File: config.mk
export PLATFORM = sky130hd
export DESIGN_NAME = bss_seq
export DESIGN_NICKNAME = d
export VERILOG_FILES = /design/src/include/bss_pkg.sv /design/src/rtl/bss_ramp_mem.sv /design/src/rtl/bss_seq.sv
export SDC_FILE = /design/constraint.sdc
export NUM_CORES = 1
export LEC_CHECK = 0
export BUFFER_PORTS_ARGS = -buffer_cell sky130_fd_sc_hd__buf_2
export CAP_MARGIN = 30
export CELL_PAD_IN_SITES_DETAIL_PLACEMENT = 1
export CELL_PAD_IN_SITES_GLOBAL_PLACEMENT = 1
export CORE_MARGIN = 3
export CORE_UTILIZATION = 41
export CTS_BUF_LIST = sky130_fd_sc_hd__clkbuf_8 sky130_fd_sc_hd__clkbuf_16
export DETAILED_ROUTE_END_ITERATION = 10
export PLACE_DENSITY_LB_ADDON = 0.3
export SYNTH_ARGS = -nofsm -noshare
export SYNTH_HDL_FRONTEND = slang
export SYNTH_SLANG_ARGS = --single-unit
File: constraint.sdc
create_clock -name sys_clk -period 9.1 [get_ports sys_clk]
set_clock_uncertainty 0.2 [all_clocks]
set_input_delay 1.82 -clock sys_clk [delete_from_list [all_inputs] [get_ports sys_clk]]
set_output_delay 1.82 -clock sys_clk [all_outputs]
set_load 0.005 [all_outputs]
File: src/include/bss_pkg.sv
// Constants for the start-up and speed sequencer.
// Assumes a single 100 MHz system clock.
package bss_pkg;
    // ****************************************
    // Phases
    // ****************************************
    typedef enum logic [2:0] {
        BSS_IDLE,
        BSS_PREPOS,
        BSS_RAMP,
        BSS_AUTO,
        BSS_REGUL
    } bss_phase_t;
    localparam logic [2:0] BSS_ST_IDLE = 3'h0;
    localparam logic [2:0] BSS_ST_PREPOS = 3'h1;
    localparam logic [2:0] BSS_ST_RAMP = 3'h2;
    localparam logic [2:0] BSS_ST_AUTO = 3'h3;
    localparam logic [2:0] BSS_ST_REGUL = 3'h4;
    // ****************************************
    // Widths and reset values
    // ****************************************
    localparam int BSS_STEP_W = 8;
    localparam int BSS_DUTY_W = 8;
    localparam int BSS_RAMP_AW = 6;
    localparam int BSS_RAMP_DW = 16;
    localparam int BSS_TICK_NS = 1000;
    localparam int BSS_CLK_NS = 10;
    localparam int BSS_TICK_CYC = BSS_TICK_NS / BSS_CLK_NS;
    localparam logic [7:0] BSS_DUTY_RST = 8'h00;
endpackage : bss_pkg

File: src/rtl/bss_ramp_mem.sv
// Ramp table memory: software writes entries, sequencer reads them.
// Read data are registered, one cycle after the address.
`timescale 1ns/1ns
module bss_ramp_mem
    import bss_pkg::*;
#(
    parameter int AW = BSS_RAMP_AW,
    parameter int DW = BSS_RAMP_DW
) (
    // Clock
    input wire logic sys_clk,
    // Write port
    input wire logic wr_en,
    input wire logic [AW-1:0] wr_addr,
    input wire logic [DW-1:0] wr_data,
    // Read port
    input wire logic [AW-1:0] rd_addr,
    output logic [DW-1:0] rd_data
);
    logic [DW-1:0] mem [0:(1<<AW)-1];

    always_ff @(posedge sys_clk) begin
        if (wr_en) begin
            mem[wr_addr] <= wr_data;
        end
    end

    always_ff @(posedge sys_clk) begin
        rd_data <= mem[rd_addr];
    end
endmodule : bss_ramp_mem

File: src/rtl/bss_seq.sv
// Sensorless motor start-up sequencer and speed regulation loop.
// Assumes zc_in is asynchronous and parameters are stable while running.
//
// Functional notes
// RULE1 - Software must pre-position the rotor before starting; the block holds a hold phase.
// RULE2 - Software programs a start duty higher than the running duty.
// RULE3 - Ramp steps take step time and duty in order from the ramp table.
// RULE4 - Zero crossings are counted in ramp-up and at the threshold auto mode starts.
// RULE5 - Reaching the last ramp entry without auto mode stops the motor.
// RULE6 - Software picks the ramp length, typically thirty to forty entries.
// RULE7 - In open loop the user duty is followed from auto mode onward.
// RULE8 - Regulation starts only after a programmed number of auto steps.
// RULE9 - In closed loop a speed loop drives the duty toward the target.
// RULE10 - The speed error is corrected once every N motor steps.
// RULE11 - Ratio and timer load from software are used and corrected by the loop. The code corrects only ratio; tload is held.
// RULE12 - Software supplies gains and starting duty with each target.
// RULE13 - User duty is followed until speed first crosses the target, then ignored.
// RULE14 - An 8-bit step timer is captured then cleared on each zero crossing. The code captures and clears only in auto and regulation phases.
// RULE15 - A start-failure flag is set when ramp-up ends without auto mode.
// RULE16 - The current phase is shown on a status output.
`timescale 1ns/1ns
module bss_seq
    import bss_pkg::*;
#(
    parameter int AW = BSS_RAMP_AW
) (
    // Clock and reset
    input wire logic sys_clk,
    input wire logic sys_rst,
    // Control
    input wire logic start,
    input wire logic stop,
    input wire logic closed_loop,
    input wire logic [15:0] prepos_ticks,
    input wire logic [AW-1:0] ramp_len,
    input wire logic [7:0] zc_thresh,
    input wire logic [7:0] reg_delay_steps,
    input wire logic [7:0] integ_steps,
    input wire logic [15:0] ratio_in,
    input wire logic [15:0] tload_in,
    input wire logic [7:0] kp,
    input wire logic [7:0] ki,
    input wire logic [BSS_DUTY_W-1:0] user_duty,
    // Ramp table load
    input wire logic ramp_wr,
    input wire logic [AW-1:0] ramp_waddr,
    input wire logic [15:0] ramp_wdata,
    // Motor side
    input wire logic zc_in,
    output logic commutate,
    output logic drive_en,
    output logic [BSS_DUTY_W-1:0] duty,
    // Status
    output logic [2:0] phase,
    output logic start_fail,
    output logic [BSS_STEP_W-1:0] step_meas,
    output logic [15:0] ratio,
    output logic [15:0] tload
);
    // ****************************************
    // Microsecond tick and zero-cross input
    // ****************************************
    logic [7:0] tick_cnt_r;
    logic tick;
    logic [2:0] zc_sync_r;
    logic zc_lvl_r;
    logic zc_ev;
    bss_phase_t st_r;
    logic [AW-1:0] ramp_idx_r;
    logic [15:0] ramp_rd;
    logic [15:0] tmr_r;
    logic [7:0] zc_cnt_r;
    logic [7:0] auto_cnt_r;
    logic [7:0] integ_cnt_r;
    logic [BSS_STEP_W-1:0] step_tmr_r;
    logic crossed_r;
    logic ramp_step_done;

    assign tick = (tick_cnt_r == 8'(BSS_TICK_CYC - 1));

    always_ff @(posedge sys_clk or posedge sys_rst) begin
        if (sys_rst) begin
            tick_cnt_r <= 8'h00;
        end else if (tick) begin
            tick_cnt_r <= 8'h00;
        end else begin
            tick_cnt_r <= tick_cnt_r + 8'h01;
        end
    end

    // Edge counts only once stages two and three agree
    always_ff @(posedge sys_clk or posedge sys_rst) begin
        if (sys_rst) begin
            zc_sync_r <= 3'h0;
            zc_lvl_r <= 1'b0;
        end else begin
            zc_sync_r <= {zc_sync_r[1:0], zc_in};
            if (zc_sync_r[1] == zc_sync_r[2]) begin
                zc_lvl_r <= zc_sync_r[2];
            end
        end
    end
    assign zc_ev = (zc_sync_r[1] == zc_sync_r[2]) && zc_sync_r[2] && !zc_lvl_r;

    // ****************************************
    // Ramp table
    // ****************************************
    bss_ramp_mem #(.AW(AW), .DW(16)) u_mem (
        .sys_clk(sys_clk),
        .wr_en(ramp_wr),
        .wr_addr(ramp_waddr),
        .wr_data(ramp_wdata),
        .rd_addr(ramp_idx_r),
        .rd_data(ramp_rd)
    );

    // Entry: step time in ticks [15:8], duty [7:0]
    assign ramp_step_done = (st_r == BSS_RAMP) && tick &&
                            (tmr_r[7:0] >= ramp_rd[15:8]); // [RULE3]

    // ****************************************
    // Phase sequencer
    // ****************************************
    always_ff @(posedge sys_clk or posedge sys_rst) begin
        if (sys_rst) begin
            st_r <= BSS_IDLE;
        end else if (stop) begin
            st_r <= BSS_IDLE;
        end else begin
            case (st_r)
                BSS_IDLE: begin
                    if (start) begin
                        st_r <= BSS_PREPOS; // [RULE1]
                    end
                end
                BSS_PREPOS: begin
                    if (tick && tmr_r >= prepos_ticks) begin
                        st_r <= BSS_RAMP;
                    end
                end
                BSS_RAMP: begin
                    if (zc_ev && zc_cnt_r + 8'h01 >= zc_thresh) begin
                        st_r <= BSS_AUTO; // [RULE4]
                    end else if (ramp_step_done && ramp_idx_r == ramp_len - AW'(1)) begin
                        st_r <= BSS_IDLE; // [RULE5]
                    end
                end
                BSS_AUTO: begin
                    if (closed_loop && zc_ev && auto_cnt_r + 8'h01 >= reg_delay_steps) begin
                        st_r <= BSS_REGUL; // [RULE8]
                    end
                end
                BSS_REGUL: begin
                    if (!closed_loop) begin
                        st_r <= BSS_AUTO;
                    end
                end
                default: st_r <= BSS_IDLE;
            endcase
        end
    end

    // Phase timer in ticks
    always_ff @(posedge sys_clk or posedge sys_rst) begin
        if (sys_rst) begin
            tmr_r <= 16'h0000;
        end else if (st_r == BSS_IDLE || ramp_step_done) begin
            tmr_r <= 16'h0000;
        end else if (st_r == BSS_PREPOS && tick && tmr_r >= prepos_ticks) begin
            tmr_r <= 16'h0000;
        end else if (tick) begin
            tmr_r <= tmr_r + 16'h0001;
        end
    end

    always_ff @(posedge sys_clk or posedge sys_rst) begin
        if (sys_rst) begin
            ramp_idx_r <= '0;
        end else if (st_r != BSS_RAMP) begin
            ramp_idx_r <= '0;
        end else if (ramp_step_done) begin
            ramp_idx_r <= ramp_idx_r + AW'(1); // [RULE3]
        end
    end

    always_ff @(posedge sys_clk or posedge sys_rst) begin
        if (sys_rst) begin
            zc_cnt_r <= 8'h00;
        end else if (st_r != BSS_RAMP) begin
            zc_cnt_r <= 8'h00;
        end else if (zc_ev) begin
            zc_cnt_r <= zc_cnt_r + 8'h01; // [RULE4]
        end
    end

    always_ff @(posedge sys_clk or posedge sys_rst) begin
        if (sys_rst) begin
            auto_cnt_r <= 8'h00;
        end else if (st_r != BSS_AUTO) begin
            auto_cnt_r <= 8'h00;
        end else if (zc_ev) begin
            auto_cnt_r <= auto_cnt_r + 8'h01; // [RULE8]
        end
    end

    // Set wins over the clear that a new start gives
    always_ff @(posedge sys_clk or posedge sys_rst) begin
        if (sys_rst) begin
            start_fail <= 1'b0;
        end else if (ramp_step_done && ramp_idx_r == ramp_len - AW'(1) &&
                     !(zc_ev && zc_cnt_r + 8'h01 >= zc_thresh) && !stop) begin
            start_fail <= 1'b1; // [RULE15]
        end else if (start && st_r == BSS_IDLE) begin
            start_fail <= 1'b0;
        end
    end

    // ****************************************
    // Step time measurement
    // ****************************************
    always_ff @(posedge sys_clk or posedge sys_rst) begin
        if (sys_rst) begin
            step_tmr_r <= '0;
            step_meas <= '0;
        end else if (zc_ev && (st_r == BSS_AUTO || st_r == BSS_REGUL)) begin
            step_meas <= step_tmr_r; // [RULE14]
            step_tmr_r <= '0;
        end else if (tick && step_tmr_r != '1) begin
            step_tmr_r <= step_tmr_r + BSS_STEP_W'(1);
        end
    end

    // ****************************************
    // Speed regulation
    // ****************************************
    logic integ_due;
    logic [15:0] err;
    assign integ_due = (st_r == BSS_REGUL) && zc_ev && (integ_cnt_r + 8'h01 >= integ_steps);
    // Error uses the captured step time against the target held in tload
    assign err = tload - {8'h00, step_meas};

    always_ff @(posedge sys_clk or posedge sys_rst) begin
        if (sys_rst) begin
            integ_cnt_r <= 8'h00;
        end else if (st_r != BSS_REGUL || integ_due) begin
            integ_cnt_r <= 8'h00;
        end else if (zc_ev) begin
            integ_cnt_r <= integ_cnt_r + 8'h01; // [RULE10]
        end
    end

    // Target crossed once measured step drops to the target step time
    always_ff @(posedge sys_clk or posedge sys_rst) begin
        if (sys_rst) begin
            crossed_r <= 1'b0;
        end else if (st_r != BSS_REGUL) begin
            crossed_r <= 1'b0;
        end else if (integ_due && {8'h00, step_meas} <= tload) begin
            crossed_r <= 1'b1; // [RULE13]
        end
    end

    always_ff @(posedge sys_clk or posedge sys_rst) begin
        if (sys_rst) begin
            ratio <= 16'h0000;
            tload <= 16'h0000;
        end else if (st_r != BSS_REGUL) begin
            ratio <= ratio_in;
            tload <= tload_in;
        end else if (integ_due) begin
            ratio <= ratio + {{8{err[15]}}, err[15:8]}; // [RULE11]
        end
    end

    always_ff @(posedge sys_clk or posedge sys_rst) begin
        if (sys_rst) begin
            duty <= BSS_DUTY_RST;
        end else begin
            case (st_r)
                BSS_RAMP: duty <= ramp_rd[7:0]; // [RULE3]
                BSS_AUTO: duty <= user_duty; // [RULE7]
                BSS_REGUL: begin
                    if (!crossed_r) begin
                        duty <= user_duty; // [RULE13]
                    end else if (integ_due) begin
                        // Positive error means too fast: back off the drive
                        if (err[15]) begin
                            duty <= (duty > 8'hff - kp) ? 8'hff : duty + kp; // [RULE9]
                        end else if (err != 16'h0000) begin
                            duty <= (duty < ki) ? 8'h00 : duty - ki; // [RULE9]
                        end
                    end
                end
                BSS_PREPOS: duty <= user_duty;
                default: duty <= BSS_DUTY_RST;
            endcase
        end
    end

    always_ff @(posedge sys_clk or posedge sys_rst) begin
        if (sys_rst) begin
            commutate <= 1'b0;
        end else begin
            commutate <= ramp_step_done ||
                         (zc_ev && (st_r == BSS_AUTO || st_r == BSS_REGUL));
        end
    end

    assign drive_en = (st_r != BSS_IDLE);
    assign phase = 3'(st_r); // [RULE16]

    // ****************************************
    // Checks
    // ****************************************
    a_fail_stops: assert property (@(posedge sys_clk) disable iff (sys_rst) // [RULE5]
        $rose(start_fail) |-> st_r == BSS_IDLE && !drive_en)
        else $error("start failure without stop");
    a_fail_cause: assert property (@(posedge sys_clk) disable iff (sys_rst) // [RULE15]
        $rose(start_fail) |-> $past(st_r) == BSS_RAMP)
        else $error("failure flag outside ramp");
    a_auto_entry: assert property (@(posedge sys_clk) disable iff (sys_rst) // [RULE4]
        (st_r == BSS_RAMP && !stop && zc_ev && zc_cnt_r + 8'h01 >= zc_thresh)
        |=> st_r == BSS_AUTO)
        else $error("threshold did not enter auto");
    a_regul_entry: assert property (@(posedge sys_clk) disable iff (sys_rst) // [RULE8]
        (st_r == BSS_REGUL && $past(st_r) == BSS_AUTO) |-> $past(zc_ev))
        else $error("regulation entered without step");
    a_step_capture: assert property (@(posedge sys_clk) disable iff (sys_rst) // [RULE14]
        (zc_ev && (st_r == BSS_AUTO || st_r == BSS_REGUL))
        |=> step_tmr_r == '0 && step_meas == $past(step_tmr_r))
        else $error("step time not captured");
    a_user_duty: assert property (@(posedge sys_clk) disable iff (sys_rst) // [RULE7]
        (st_r == BSS_AUTO && !stop) ##1 st_r == BSS_AUTO |-> duty == $past(user_duty))
        else $error("auto duty not user value");
    a_duty_owned: assert property (@(posedge sys_clk) disable iff (sys_rst) // [RULE13]
        (crossed_r && st_r == BSS_REGUL && !integ_due) |=> $stable(duty) || st_r != BSS_REGUL)
        else $error("duty moved outside correction");
    a_ramp_order: assert property (@(posedge sys_clk) disable iff (sys_rst) // [RULE3]
        (ramp_step_done && st_r == BSS_RAMP && !stop && !zc_ev)
        |=> ramp_idx_r == $past(ramp_idx_r) + AW'(1) || st_r == BSS_IDLE)
        else $error("ramp index not advanced");
    a_phase_out: assert property (@(posedge sys_clk) disable iff (sys_rst) // [RULE16]
        (st_r == BSS_REGUL) |-> phase == BSS_ST_REGUL)
        else $error("phase status wrong");
endmodule : bss_seq

# ---- After elaboration in Yosys (flattened, before gate mapping)
# Memory sizes are Yosys's and may differ from the RTL's. A register that Yosys moved wholly into a read port is not among the register bits.
# Index checks and enable logic that the tools add are counted.
dict set report totals {
  ram_bits 1024
  memories 1
  output_inout_bits 54
  regBits 120
  word_cells 135
}
# name words width rd rd_clocked_by_memory_dff write_ports line_no
set mem_list {}
lappend mem_list {u_mem.mem 64 16 1 1 1 bss_ramp_mem.sv:20} ;# logic [DW-1:0] mem [0:(1<<AW)-1];
dict set report classes {
  n_reduce_logical 41
  muxes 37
  order_cmp 8
  n_eq_ne 18
  add_sub_neg 13
}
# operator count
set op_table {}
lappend op_table {{2-to-1 mux 8 bit} 15}
lappend op_table {{2-to-1 mux 16 bit} 5}
lappend op_table {{adder 8 x 1 -> 8 bit (second input constant)} 5}
lappend op_table {{greater-or-equal comparator 8 bit} 4}
lappend op_table {{case mux 8 bit (3 select lines)} 1}
lappend op_table {{2-to-1 mux 3 bit} 7}
lappend op_table {{logical AND 1 bit} 19}
lappend op_table {{!= test 3 bit (second input constant)} 6}
lappend op_table {{adder 16 x 1 -> 16 bit (second input constant)} 1}
lappend op_table {{adder 16 bit} 1}
lappend op_table {{greater-or-equal comparator 16 bit} 1}
lappend op_table {{<= comparator 8 x 16 -> 1 bit} 1}
lappend op_table {{nonzero test 16 bit} 1}
lappend op_table {{nonzero test 2 bit} 8}
lappend op_table {{subtractor 16 x 8 -> 16 bit} 1}
lappend op_table {{case mux 3 bit (5 select lines)} 1}
lappend op_table {{2-to-1 mux 6 bit} 2}
lappend op_table {{adder 8 bit} 1}
lappend op_table {{equality test 8 x 7 -> 1 bit (second input constant)} 1}
lappend op_table {{> comparator 8 bit} 1}
lappend op_table {{less-than comparator 8 bit} 1}
lappend op_table {{!= test 8 bit (second input constant)} 1}
lappend op_table {{subtractor 8 bit} 1}
lappend op_table {{subtractor 8 bit (first input constant)} 1}
lappend op_table {{other kinds (18)} 31}

# ---- Logic depth before layout (Yosys ltp)
dict set report logic_depth {
  ltp_word 8
  depth_mapped 19
  ltp_nobuf 18
}

# ---- Modules after synthesis
# A second synthesis with hierarchy kept.
dict set report hier_totals {
  hier_cells 2948
  area_unflattened_um2 49361.1
}
# mod area_per_inst_um2 cells_each instances
set modules_own_cells {}
lappend modules_own_cells {bss_ramp_mem 40042.2 1829 1}
lappend modules_own_cells {bss_seq 9318.9 1119 1}

# ---- Worst setup path after synthesis
# No wires, ideal clock.
dict set report synth_path {
  path_kind {in2reg}
  start {in ramp_waddr[5]}
  end {mem u_mem.mem[48][0] (enable)}
  arrival_time_ns 3.624
  n_path_buf 1
  stages 4
  setup_slack_ns 4.867
  path_cell_list {clkbuf_1 -> nand3_1 -> or3_1 -> nor3_1}
}
# item line_no
set synth_rtl {}
lappend synth_rtl {{start, declared} bss_seq.sv:46} ;# input wire logic [AW-1:0] ramp_waddr,
lappend synth_rtl {{end, declared} bss_ramp_mem.sv:20}
# Straight into the memory's write port.

# ---- Worst setup path after layout
dict set report layout_path {
  start {reg step_meas[1]}
  end {reg ratio[15]}
}
dict set report layout_via {
  elab_chain_cells 4
}
# item line_no
set layout_rtl {}
lappend layout_rtl {{start, declared} bss_seq.sv:56} ;# output logic [BSS_STEP_W-1:0] step_meas,
lappend layout_rtl {{start signal, assigned} bss_seq.sv:226} ;# step_meas <= step_tmr_r;
lappend layout_rtl {{subtractor 16 x 8 -> 16 bit} bss_seq.sv:240} ;# assign err = tload - {8'h00, step_meas};
lappend layout_rtl {{adder 16 bit} bss_seq.sv:271} ;# ratio <= ratio + {{8{err[15]}}, err[15:8]};
lappend layout_rtl {{2-to-1 mux 16 bit} bss_seq.sv:270} ;# end else if (integ_due) begin
lappend layout_rtl {{2-to-1 mux 16 bit} bss_seq.sv:267} ;# end else if (st_r != BSS_REGUL) begin
lappend layout_rtl {{end signal, assigned} bss_seq.sv:268} ;# ratio <= ratio_in;
lappend layout_rtl {{end signal, assigned} bss_seq.sv:271}
lappend layout_rtl {{end, declared} bss_seq.sv:57} ;# output logic [15:0] ratio,
# No other way between the ends. The select of a mux whose other input is x is not followed.
# A chain may end at the register's enable or synchronous reset.

==> summary.md <==
| Metric | Value |
|---|---|
| Outcome | finished, final reports clean |
| Synthesized instance count | roughly 2.7k |
| DRC Markers | 0 |
| Placeable Area | ~120000 sq um |
| Die W | 351 microns |
| Layout Cells excl Fill | ~4.6k |
| Mapped Avg Cell Area | ~18 sq um |
| Largest net degree at the start of global routing | 142 |
| DR iter-0 viols | 2403 |
| Peak VDD IR | about 0.19 mV |
| Slowest-stage cell, CP | nor2_1 |
| DR vias/cell | 5.70 |
| WP data required | 9.45 ns |
| Met1 usage | 27.7% |
| Crit path buf inv count | 2 |
| Nets | approximately 3.2k |
| Final Setup Violations | 0 |
| Clk buf depth | 3 |
| Post-Route WL | 128000 microns |
| Vias in the first global route | 28.1k |
| Clk_lat worst skew | between 0.7 and 0.8 ns |
| Relative slew margins | roughly a third |
| Post-placement cell count | between 4k and 5k |
| Post-synthesis cell area | 48700 sq um |
| GR Overflow Total | 0 |
| Critical path class | flip-flop to flip-flop |
| Layout cells sized above 1 | 27.1% |
| M3 GR Usage | 3.06% |
| Die footprint | 123000 sq um |
| Top_reg_cell synth | edfxtp_1 |
| Slew Limit Fails | 0 |
| Crit path max-delay family | compound AO/OA/AOI/OAI gates |
| Commonest non-fill, non-tap cells in the layout | edfxtp_1, mux4_2, buf_2 |
| Sequential fraction of the synthesis area | approximately 70% |
| Root buffer cell | clkbuf_16 |
| H-tree lvl count | 3 |
| Startpoint Class | flip-flop |
| CTS Sinks | 1160 |
| DR WL/cell | 28.0 microns |
| Global-route wire length before repair | around 190000 microns |
| WP data arrival | 5.53 ns |
| Final ANT Viol Nets | 0 |
| Leakage power | 18.9 nW |
| Routability congestion estimate | 0.871 |
| Register bit total from synthesis | 1160 |
| Min-Delay Path Class | flip-flop to flip-flop |
| F_max | 0.193 GHz |
| DIE HEIGHT | 351 microns |
| Hold Buf Count CTS | 0 |
| Measured slew at the worst slew-check pin | 0.966 ns |
| Util after Layout | roughly 48% |
| Starting Density | 41.6% |
| Synthesis-to-layout area growth | 15.0% |
| Setup TNS Final | 0 ns |
| GRT busiest layer | met2 |
| Vias | between 20k and 30k |
| Tmin final | around 5.2 ns |
| CP Max Fanout | 14 |
| Net Count, Synth | just under 3k |
| Post-synth EDFFs | 1024 |
| IO Pins | 185 |
| Reg clk slew, reported paths | 0.06 ns |
| PostCTS Resize Cnt | 0 |
| Count of cell types in the netlist | 76 |
| GRT Total Usage | 21.0% |
| Num rows | around 130 |
| Grt met2 use | 36.0% |
| Most common cell after layout, fill and taps aside | edfxtp_1 |
| Fin. Hold Viols | 0 |
| Pre-antenna DRT Iters | 5 |
| CP cell instances | inv_1 > ha_1 > nor2b_1 > o31ai_1 > a21oi_1 > o211a_1 > nor2_1 > inv_1 > ha_1 > a21o_1 > or3_1 > a221oi_1 > o31ai_1 > a21o_1 > a21oi_1 > xnor2_1 > o21ai_0 |
| RSZ-0062 raised after global routing | false |
| Max incr delay on CP | between 0.5 and 0.6 ns |
| Finished Cell Area | 56000 sq um |
| Setup Fix Bufs, Post-CTS | 0 |
| Dpl cell area | 52100 sq um |
| Yosys warnings | 0 |
| Detailed Place HPWL | 80100 microns |
| Worst Setup End Kind | flip-flop |
| Final period utilization | 56.9% |
| PwrDens | 196 nW/um^2 |
| Max-cap violations | 0 |
| CTS tree | done |
| Initial antenna violation count | 19 |
| Cts bufs inserted | 118 |
| Port bufs | between 150 and 200 |
| Ys async rst share | 10.3% |
| Hold slack | 0.164 ns |
## cell type report
| class | instances | area (sq um) |
|---|---|---|
| clock inverters | 94 | 739 |
| well taps | 1524 | 1910 |
| clock buffers | 125 | 3060 |
| flip-flops and latches | 1160 | 34100 |
| multi-input cells | 1298 | 13900 |
| repair buffers | 288 | 2020 |
| fillers | 10960 | 61000 |
| inverters | 87 | 329 |
| diodes | 12 | 30.0 |
## power by group
| group | total, W | internal (W) | switching (W) |
|---|---|---|---|
| sequential | 0.00586 | 0.00584 | 0.0000261 |
| clock | 0.00470 | 0.00263 | 0.00207 |
| combinational | 0.000407 | 0.000144 | 0.000263 |
| total | 0.0110 | 0.00861 | 0.00236 |
## cell families after synthesis
group | Yosys count | synth area share (%)
multiplexers | 358 | 16.0
buffers and inverters | 206 | 1.64
flip-flops | 1160 | 69.9
XOR/XNOR | 80 | 1.44
adder cells (fa/ha/maj) | 103 | 2.71
AND/OR/NAND/NOR | 496 | 4.81
AO/OA/AOI/OAI | 261 | 3.41
## flip-flops by register name (all words and copies together), names as in the netlist, 3 cells and up
name,count
u_mem.rd_data,16
auto_cnt_r,8
tick_cnt_r,8
tload,16
integ_cnt_r,8
zc_cnt_r,8
ratio,16
tmr_r,16
u_mem.mem,1024
step_tmr_r,8
phase,3
zc_sync_r,3
step_meas,8
duty,8
ramp_idx_r,6
## per-stage QoR
step	power, W	setup slack [ns]
final	0.0110	3.92
after global routing	0.0113	3.47
after CTS	0.0111	3.90
after detailed placement	0.00638	3.92
after global placement	0.00634	4.08
after floorplan	0.00616	3.89
## cell usage after synthesis, types with 5 or more instances
cell	n	area (sq um)
a211oi_1	9	67.6
a21o_1	14	105
a21oi_1	70	350
a221oi_1	5	43.8
a22oi_1	9	67.6
a31oi_1	9	56.3
and3_1	18	113
buf_1	34	128
clkbuf_1	80	300
dfrtp_1	120	3000
dfxtp_1	16	320
edfxtp_1	1024	30700
ha_1	99	1240
inv_1	87	327
mux2_4	5	75.1
mux2i_1	14	140
mux4_2	336	7570
nand2_1	143	537
nand2b_1	24	150
nand3_1	37	185
nand3b_1	14	105
nand4_1	11	68.8
nor2_1	155	582
nor2b_1	18	113
nor3_1	29	145
nor4_1	5	31.3
o211ai_1	8	60.1
o21a_1	11	82.6
o21ai_0	79	395
o21bai_1	5	37.5
o31ai_1	8	60.1
or2_2	6	37.5
or3_1	14	87.6
xnor2_1	39	342
xor2_1	41	359
## per-layer routing
metal / part of all wire [%] / vias to the layer above / routed length (microns)
met5: 0.021 / - / 27
met4: 3.2 / 4 / 4080
met3: 5.3 / 206 / 6750
met2: 51 / 743 / 65000
met1: 41 / 13943 / 52600
li1: - / 11241 / -
## path summary, 6_finish.rpt
kind / start / to / slack, ns / cells past startpoint
hold / removal: zc_sync_r[0] / zc_sync_r[1] / 0.16 / 0
max in group asynchronous: sys_rst / ramp_idx_r[1] / 6.62 / 4
min in group asynchronous: sys_rst / ratio[3] / 0.98 / 2
setup reg to reg: step_meas[1] / ratio[15] / 3.92 / 17
setup / recovery: step_meas[1] / ratio[15] / 3.92 / 17
hold reg to reg: zc_sync_r[0] / zc_sync_r[1] / 0.16 / 0
(Power assumes the default switching activity.)
